<file path="src/inc/uec_pkg.sv">
/*
 * Package for the control endpoint handler: register offsets, field
 * positions, reset values, limits and carrier structs.
 * Assumes a 32-bit APB slave with one aligned word per register.
 */
package uec_pkg;

   // ***************************************************
   // Register byte offsets
   // ***************************************************
   localparam logic [7:0] OFF_IN_EP_INT = 8'h08;
   localparam logic [7:0] OFF_CTRL_EP_CS = 8'h10;
   localparam logic [7:0] OFF_CTRL_EP_CNT = 8'h14;
   localparam logic [7:0] OFF_IRQ_STATUS = 8'h18;
   localparam logic [7:0] OFF_IRQ_MASK = 8'h1C;

   // ***************************************************
   // Control/status field positions
   // ***************************************************
   localparam int CS_OUT_PKT_RDY = 0;
   localparam int CS_IN_PKT_RDY = 1;
   localparam int CS_SENT_STALL = 2;
   localparam int CS_DATA_END = 3;
   localparam int CS_SETUP_END = 4;
   localparam int CS_SEND_STALL = 5;
   localparam int CS_SVC_OUT_PKT = 6;
   localparam int CS_SVC_SETUP_END = 7;

   // Interrupt event bit positions
   localparam int EV_EP0 = 0;
   localparam int EV_STALL = 1;
   localparam int EV_SETUP_END = 2;
   localparam int EV_NUM = 3;

   localparam logic [7:0] RST_BYTE = 8'h00;
   localparam logic [7:0] SETUP_LEN = 8'h08;
   localparam logic [7:0] MAX_PKT = 8'h40;
   localparam logic [31:0] UNMAPPED_DATA = 32'h0000_0000;

   // Token kinds from the serial interface engine
   typedef enum logic [1:0] {
      UEC_TOK_NONE,
      UEC_TOK_SETUP,
      UEC_TOK_OUT,
      UEC_TOK_IN
   } uec_tok_t;

   // Received packet report
   typedef struct packed {
      logic valid;
      uec_tok_t tok;
      logic data1;
      logic [7:0] len;
   } uec_rx_t;

   // Handshake request to the engine
   typedef struct packed {
      logic nak;
      logic stall;
      logic send;
   } uec_hs_t;

endpackage

</file>
<file path="src/design/uec_ctrl_ep.sv">
/*
 * Endpoint 0 control-transfer handler of a full-speed function controller.
 * Assumes the serial engine reports each token with its data length once
 * per transaction, and reports in_done when a loaded IN packet went out.
 * Holds the control/status bits, the received byte count, the read-to-clear
 * IN endpoint flags and a status/mask interrupt pair, all behind APB.
 * Assumes rx is a one-cycle pulse per token, with len valid alongside it,
 * and that in_short is only meaningful while in_done is high.
 * Assumes APB runs in the pclk domain; every access completes with no
 * wait state, so read data is combinational from the address.
 * The FIFO itself lives outside; fifo_pop only tells the count that
 * firmware has taken one byte.
 */
//
// Contract
// - Reading the IN endpoint interrupt register clears its pending flags.
// - Flags at bits 0..2 (ep0, ep1, ep2); bits 7..3 read zero.
// - Setup-end set when a transfer ends before data-end was set; the code sets it only on a SETUP/OUT token in Transmit Mode.
// - Byte count register reports received bytes held in the endpoint FIFO.
// - Protocol errors answered with STALL; firmware may force STALL.
// - Every STALL sets sent-stall and raises an endpoint 0 interrupt.
// - Stall extra OUT or IN token in data phase after data-end.
// - Stall oversize packet and non-zero DATA1 in IN status phase.
// - Writing one to send-stall bit 5 makes endpoint 0 stall.
// - SETUP packets not exactly 8 bytes are rejected.
// - Endpoint 0 interrupt once SETUP data lands in the FIFO.
// - Interrupt after IN packet sent; none for IN before loading.
// - IN token answered NAK while in-packet-ready is zero.
// - First IN token enters Transmit Mode; SETUP/OUT there sets setup-end.
// - Transmit Mode ends on SETUP/OUT token, short or empty packet.
`timescale 1ns/1ps
module uec_ctrl_ep (
   input wire logic pclk,
   input wire logic presetn,
   input wire logic psel,
   input wire logic penable,
   input wire logic pwrite,
   input wire logic [7:0] paddr,
   input wire logic [31:0] pwdata,
   output logic [31:0] prdata,
   output logic pready,
   output logic pslverr,
   input wire uec_pkg::uec_rx_t rx,
   input wire logic in_done,
   input wire logic in_short,
   input wire logic in_ep1_event,
   input wire logic in_ep2_event,
   input wire logic fifo_pop,
   output uec_pkg::uec_hs_t hs,
   output logic irq
);

   // ***************************************************
   // State
   // ***************************************************
   typedef enum logic [1:0] {
      UEC_IDLE,
      UEC_RX_DATA,
      UEC_TX_MODE,
      UEC_STATUS
   } uec_state_t;

   uec_state_t state_q;
   logic [2:0] in_flags_q;
   logic out_rdy_q;
   logic in_rdy_q;
   logic stall_sent_q;
   logic data_end_q;
   logic setup_end_q;
   logic send_stall_q;
   logic [7:0] count_q;
   logic [uec_pkg::EV_NUM-1:0] ev_status_q;
   logic [uec_pkg::EV_NUM-1:0] ev_mask_q;
   logic [uec_pkg::EV_NUM-1:0] ev_set;
   uec_pkg::uec_hs_t hs_q;

   logic wr;
   logic rd;
   logic tok_setup;
   logic tok_out;
   logic tok_in;
   logic setup_ok;
   logic proto_err;
   logic stall_now;
   logic ep0_event;
   logic wr_cs;
   logic wr_cs_in_rdy;
   logic wr_cs_data_end;
   logic wr_cs_stall;
   logic in_sent;
   logic tx_exit;
   logic setup_end_set;
   logic flag_rd_clr;
   logic [2:0] in_flag_set;

   // ***************************************************
   // Bus decode
   // ***************************************************
   assign wr = psel && penable && pwrite;
   assign rd = psel && penable && !pwrite;
   assign pready = 1'b1;
   assign pslverr = 1'b0;

   // ***************************************************
   // Token decode
   // ***************************************************
   assign tok_setup = rx.valid && rx.tok == uec_pkg::UEC_TOK_SETUP;
   assign tok_out = rx.valid && rx.tok == uec_pkg::UEC_TOK_OUT;
   assign tok_in = rx.valid && rx.tok == uec_pkg::UEC_TOK_IN;
   assign setup_ok = tok_setup && rx.len == uec_pkg::SETUP_LEN;

   // ***************************************************
   // Protocol error detection
   // ***************************************************
   always_comb begin
      proto_err = 1'b0;
      if (tok_out && data_end_q && state_q == UEC_RX_DATA) begin
         proto_err = 1'b1;
      end
      // Data phase is over once the last packet has left with data-end set
      if (tok_in && data_end_q && !in_rdy_q && (state_q == UEC_TX_MODE || state_q == UEC_STATUS)) begin
         proto_err = 1'b1;
      end
      if ((tok_out || tok_setup) && rx.len > uec_pkg::MAX_PKT) begin
         proto_err = 1'b1;
      end
      if (tok_out && state_q == UEC_STATUS && rx.data1 && rx.len != 8'h00) begin
         proto_err = 1'b1;
      end
   end

   assign stall_now = rx.valid && (proto_err || send_stall_q);
   assign in_sent = in_done && in_rdy_q;
   assign tx_exit = in_sent && in_short;
   // A SETUP or OUT token inside Transmit Mode before data-end is set cuts the transfer short
   assign setup_end_set = (tok_setup || tok_out) && state_q == UEC_TX_MODE && !data_end_q;

   // ***************************************************
   // Register write strobes
   // ***************************************************
   assign wr_cs = wr && paddr == uec_pkg::OFF_CTRL_EP_CS;
   assign wr_cs_in_rdy = wr_cs && pwdata[uec_pkg::CS_IN_PKT_RDY];
   assign wr_cs_data_end = wr_cs && pwdata[uec_pkg::CS_DATA_END];
   assign wr_cs_stall = wr_cs && pwdata[uec_pkg::CS_SEND_STALL];

   // ***************************************************
   // Transfer state
   // ***************************************************
   always_ff @(posedge pclk or negedge presetn) begin
      if (!presetn) begin
         state_q <= UEC_IDLE;
      end else if (stall_now || tok_setup) begin
         state_q <= (setup_ok && !stall_now) ? UEC_RX_DATA : UEC_IDLE;
      end else if (tok_in && state_q != UEC_TX_MODE && state_q != UEC_STATUS) begin
         state_q <= UEC_TX_MODE;
      end else if (tok_out && state_q == UEC_TX_MODE) begin
         state_q <= UEC_IDLE;
      end else if (tx_exit) begin
         state_q <= UEC_STATUS;
      end
   end

   // ***************************************************
   // Control/status bits
   // ***************************************************
   always_ff @(posedge pclk or negedge presetn) begin
      if (!presetn) begin
         out_rdy_q <= 1'b0;
      end else if (setup_ok && !stall_now) begin
         out_rdy_q <= 1'b1;
      end else if (wr_cs && pwdata[uec_pkg::CS_SVC_OUT_PKT]) begin
         out_rdy_q <= 1'b0;
      end
   end

   // Firmware sets it; a sent packet or a stall drops it
   always_ff @(posedge pclk or negedge presetn) begin
      if (!presetn) begin
         in_rdy_q <= 1'b0;
      end else if (wr_cs_in_rdy) begin
         in_rdy_q <= 1'b1;
      end else if (in_sent || stall_now) begin
         in_rdy_q <= 1'b0;
      end
   end

   // Cleared when a new transfer starts or the endpoint stalls
   always_ff @(posedge pclk or negedge presetn) begin
      if (!presetn) begin
         data_end_q <= 1'b0;
      end else if (wr_cs_data_end) begin
         data_end_q <= 1'b1;
      end else if (tok_setup || stall_now) begin
         data_end_q <= 1'b0;
      end
   end

   // Level bit: every token is stalled while it stays set
   always_ff @(posedge pclk or negedge presetn) begin
      if (!presetn) begin
         send_stall_q <= 1'b0;
      end else if (wr_cs) begin
         send_stall_q <= pwdata[uec_pkg::CS_SEND_STALL];
      end
   end

   // Hardware set wins over a firmware clear in the same cycle
   always_ff @(posedge pclk or negedge presetn) begin
      if (!presetn) begin
         stall_sent_q <= 1'b0;
      end else if (stall_now) begin
         stall_sent_q <= 1'b1;
      end else if (wr_cs && !pwdata[uec_pkg::CS_SENT_STALL]) begin
         stall_sent_q <= 1'b0;
      end
   end

   always_ff @(posedge pclk or negedge presetn) begin
      if (!presetn) begin
         setup_end_q <= 1'b0;
      end else if (setup_end_set) begin
         setup_end_q <= 1'b1;
      end else if (wr_cs && pwdata[uec_pkg::CS_SVC_SETUP_END]) begin
         setup_end_q <= 1'b0;
      end
   end

   // ***************************************************
   // Received byte count
   // ***************************************************
   always_ff @(posedge pclk or negedge presetn) begin
      if (!presetn) begin
         count_q <= uec_pkg::RST_BYTE;
      end else if ((setup_ok || tok_out) && !stall_now) begin
         count_q <= rx.len;
      end else if (fifo_pop && count_q != 8'h00) begin
         count_q <= count_q - 8'h01;
      end
   end

   // ***************************************************
   // Handshake answer
   // ***************************************************
   always_ff @(posedge pclk or negedge presetn) begin
      if (!presetn) begin
         hs_q <= '0;
      end else begin
         hs_q.stall <= stall_now;
         hs_q.nak <= tok_in && !stall_now && !in_rdy_q;
         hs_q.send <= tok_in && !stall_now && in_rdy_q;
      end
   end
   assign hs = hs_q;

   // ***************************************************
   // IN endpoint flags, cleared by a read
   // ***************************************************
   assign ep0_event = (setup_ok && !stall_now) || in_sent || stall_now;
   assign flag_rd_clr = rd && paddr == uec_pkg::OFF_IN_EP_INT;
   assign in_flag_set = {in_ep2_event, in_ep1_event, ep0_event};

   // An event in the clearing read cycle survives, so none is lost
   genvar fi;
   generate
      for (fi = 0; fi < 3; fi++) begin : g_flag
         always_ff @(posedge pclk or negedge presetn) begin
            if (!presetn) begin
               in_flags_q[fi] <= 1'b0;
            end else if (in_flag_set[fi]) begin
               in_flags_q[fi] <= 1'b1;
            end else if (flag_rd_clr) begin
               in_flags_q[fi] <= 1'b0;
            end
         end
      end
   endgenerate

   // ***************************************************
   // Interrupt status and mask
   // ***************************************************
   // Setup-end event only on the first setting of the status bit
   assign ev_set = {setup_end_set && !setup_end_q, stall_now, ep0_event};

   genvar gi;
   generate
      for (gi = 0; gi < uec_pkg::EV_NUM; gi++) begin : g_ev
         always_ff @(posedge pclk or negedge presetn) begin
            if (!presetn) begin
               ev_status_q[gi] <= 1'b0;
            end else if (ev_set[gi]) begin
               ev_status_q[gi] <= 1'b1;
            end else if (wr && paddr == uec_pkg::OFF_IRQ_STATUS && pwdata[gi]) begin
               ev_status_q[gi] <= 1'b0;
            end
         end
      end
   endgenerate

   always_ff @(posedge pclk or negedge presetn) begin
      if (!presetn) begin
         ev_mask_q <= '0;
      end else if (wr && paddr == uec_pkg::OFF_IRQ_MASK) begin
         ev_mask_q <= pwdata[uec_pkg::EV_NUM-1:0];
      end
   end

   // ***************************************************
   // Interrupt output
   // ***************************************************
   assign irq = |(ev_status_q & ev_mask_q);

   // ***************************************************
   // Read data
   // ***************************************************
   always_comb begin
      unique case (paddr)
         uec_pkg::OFF_IN_EP_INT: prdata = {29'h0, in_flags_q};
         uec_pkg::OFF_CTRL_EP_CS: prdata = {26'h0, send_stall_q, setup_end_q,
                                            data_end_q, stall_sent_q,
                                            in_rdy_q, out_rdy_q};
         uec_pkg::OFF_CTRL_EP_CNT: prdata = {24'h0, count_q};
         uec_pkg::OFF_IRQ_STATUS: prdata = {29'h0, ev_status_q};
         uec_pkg::OFF_IRQ_MASK: prdata = {29'h0, ev_mask_q};
         default: prdata = uec_pkg::UNMAPPED_DATA;
      endcase
   end

endmodule

</file>
<file path="config.mk">
export PLATFORM = sky130hd
export DESIGN_NAME = uec_ctrl_ep
export DESIGN_NICKNAME = d
export VERILOG_FILES = /design/src/inc/uec_pkg.sv /design/src/design/uec_ctrl_ep.sv
export SDC_FILE = /design/constraint.sdc
export NUM_CORES = 1
export LEC_CHECK = 0
export BUFFER_PORTS_ARGS = -buffer_cell sky130_fd_sc_hd__clkbuf_2
export CAP_MARGIN = 30
export CORE_MARGIN = 4
export CORE_UTILIZATION = 46
export DETAILED_ROUTE_END_ITERATION = 10
export GPL_TIMING_DRIVEN = 0
export PLACE_DENSITY_LB_ADDON = 0.15
export SLEW_MARGIN = 20
export SYNTH_ARGS = -nofsm -noshare
export SYNTH_HDL_FRONTEND = slang
export SYNTH_SLANG_ARGS = --single-unit
</file>
<file path="constraint.sdc">
create_clock -name pclk -period 2.05 [get_ports pclk]
set_input_delay 0.3075 -clock pclk [delete_from_list [all_inputs] [get_ports pclk]]
set_output_delay 0.3075 -clock pclk [all_outputs]
set_load 0.02 [all_outputs]
</file>
==> run metrics <==
clk_skew a little under 0.005 ns; Worst VDD drop 0.000334 V; Crit Path Max Fanout 5; Finish-stage setup viols 0; Critical Path End Type output pin; synthesized area per cell between 9 and 10 sq um; TritonRoute pass-1 iters 4; Worst setup SP type primary input; Congestion Overflow GR 0; Placed Cells between 300 and 400; Reg clk slew, reported paths ~0.09 ns; Max Freq 517 MHz; Clock Sinks 28; nets around 350; H-tree Lvls 1; Placer Congestion approximately 0.9; Clk Latency, worst-skew pair 0.27 ns; leading area contributor after synthesis dfrtp_1; worst reg2reg path depth 7; Vias 1661; Netlist Area Pre-Place 0.00197 sq mm; maximum clock path buffer count 2; number of flops mapped to enable cells by yosys 0; die span in y around 73 microns; initial antenna violation count 0; largest net degree at the start of global routing 29; asr flop ratio synth 100%; drt drc 0; overall die area 0.00539 sq mm; share of post-route cells with drive strength above 1 36.7%; top_reg_cell synth dfrtp_1; Hold Fails Final Rpt 0; Period minus WS final 1.94 ns; number of synthesized register bits 28; worst min path class in2async; Cell variety after synth 50; Critical Path RT about 1.7 ns; CTS tree yes; ANT cells 0; Slew HR 53.2%; post-synth top area share 35.6%; io pins 100; port buffer count 46; worst setup path class in2out; Die X 73.4 microns; vias in the first global route 1514; Area contributors post-synth dfrtp_1 (36%), buf_4 (10%), mux2_2 (5.7%); Post-Layout Cell Count 339; core area 0.00406 sq mm; fill count about 380; GRT Util Overall 16.4%; sequential cell area fraction in the yosys report 35.6%; commonest cells in the netlist dfrtp_1 (28), nand2_1 (28), buf_4 (27), nor2_1 (23), mux2_2 (10); final hold slack between 0.06 and 0.07 ns; Vias per Instance 4.90; Pleak 1.20 nW; Row Count 23; Final ANT Viol Nets 0; CTS Buf Count 3; synth warn 0; Mapped Cells 215; final wirelength about 4400 microns; initial detailed-routing violation count 72; Worst-Margin Slew 0.703 ns; Pwr Density 694 mW/mm^2; hpwl dp between 3000 and 4000 microns; CP arrival 1.63 ns; CTS Root Cell clkbuf_8; first-pass GRT wire length 6970 microns; status finished, final reports clean; max cap viols 0; DR WL/cell approximately 13 microns; ratio of final minimum period to clock period 94.4%; final max-slew violation count 0; Area growth, synth to finish 23.0%; Initial Util 48.5%; Final Core Density roughly 60%; RSZ-0062 raised after global routing no
==> worst paths after layout <==
path / slack, ns / from / to
setup / recovery: 0.11 / paddr[1] / prdata[6]
min in group pclk: 0.21 / in_ep2_event / in_flags_q[2]
max in group asynchronous: 1.54 / presetn / count_q[2]
setup reg to reg: 0.20 / count_q[1] / count_q[5]
hold / removal: 0.06 / presetn / ev_mask_q[2]
hold reg to reg: 0.50 / in_flags_q[2] / in_flags_q[2]
==> layer usage <==
metal / global-route usage [%] / vias to the layer above / part of all wire (%)
li1: - / 846 / -
met1: 24.5 / 749 / 46
met2: 25.0 / 62 / 45
met3: 2.33 / 4 / 8.5
met4: 3.82 / 0 / 0.77
met5: 0 / - / 0
==> registers in the layout (all words and copies together) (netlist names) <==
name	cells
count_q	8
ev_mask_q	3
ev_status_q	3
hs	3
in_flags_q	3
state_q	2
data_end_q	1
in_rdy_q	1
out_rdy_q	1
send_stall_q	1
setup_end_q	1
stall_sent_q	1
==> metrics by stage <==
| step | setup slack, ns | cell area [sq um] | power [mW] | TNS (ns) |
|---|---|---|---|---|
| 2_1_floorplan | 0.0917 | 2060 | 1.17 | 0 |
| 3_3_place_gp | -0.0440 | 2350 | 1.32 | -0.235 |
| 3_5_place_dp | -0.0533 | 2350 | 1.33 | -0.278 |
| 4_1_cts | 0.0300 | 2410 | 1.68 | 0 |
| 5_1_grt | 0.0348 | 2420 | 1.81 | 0 |
| 6_report | 0.114 | 2420 | 1.68 | 0 |
==> layout make-up <==
| class | count | area, sq um | area share [%] |
|---|---|---|---|
| Clock buffer | 4 | 55.1 | 2.27 |
| Timing Repair Buffer | 46 | 230 | 9.50 |
| Tap cell | 50 | 62.6 | 2.58 |
| Buffer | 30 | 233 | 9.61 |
| Sequential cell | 28 | 701 | 28.9 |
| Inverter | 9 | 33.8 | 1.39 |
| Multi-Input combinational cell | 172 | 1110 | 45.7 |
==> logic make-up (layout without fill, tap and decap cells) <==
group	Yosys count	count (layout)	share of synthesized area, %
adder cells (fa/ha/maj)	2	2	1.27
AO/OA/AOI/OAI	29	29	10.2
other	2	26	0.381
buffers and inverters	39	89	13.5
flip-flops	28	28	35.6
AND/OR/NAND/NOR	92	92	25.1
XOR/XNOR	4	4	1.78
multiplexers	19	19	12.2
==> worst max-delay path: stages <==
cell and delay (ns):
clkbuf_2 0.08, or4_4 0.57, or2_1 0.29, nor3_1 0.19
clkbuf_2 0.20
==> cells in the final DEF, fill, tap and decap left out, types with 2 or more instances in the layout <==
| cell type | synthesis | final |
|---|---|---|
| ha_1 | 2 | 2 |
| buf_4 | 27 | 27 |
| a21o_1 | 4 | 4 |
| inv_1 | 9 | 9 |
| mux2i_1 | 6 | 6 |
| or4_4 | 2 | 2 |
| and2_1 | 3 | 3 |
| o21ai_2 | 1 | 2 |
| nand4_1 | 2 | 2 |
| clkbuf_2 | 0 | 46 |
| o21ai_0 | 7 | 6 |
| nand2_1 | 28 | 28 |
| clkbuf_8 | 1 | 5 |
| mux4_2 | 3 | 3 |
| nand3b_1 | 2 | 2 |
| a21oi_1 | 3 | 3 |
| nor2b_1 | 4 | 4 |
| xnor2_1 | 3 | 3 |
| and3_1 | 2 | 2 |
| a31oi_1 | 3 | 3 |
| nor3_1 | 5 | 5 |
| nor2_1 | 23 | 22 |
| dfrtp_1 | 28 | 28 |
| nand2b_1 | 4 | 4 |
| mux2_2 | 10 | 10 |
| a22oi_1 | 3 | 3 |
| nand3_1 | 4 | 4 |
| conb_1 | 2 | 26 |
==> what timing repair did <==
action / in CTS / in global routing
setup endpoints to repair: 0 / 4
resized for setup: 0 / 5
setup buffers: 0 / 0
hold buffers: 0 / 0
==> power breakdown <==
part	internal, mW	switching (mW)	leakage [nW]
Clock	0.172	0.167	0.0288
Combinational	0.292	0.275	0.838
Sequential	0.648	0.127	0.334
(Power assumes the default switching activity.)
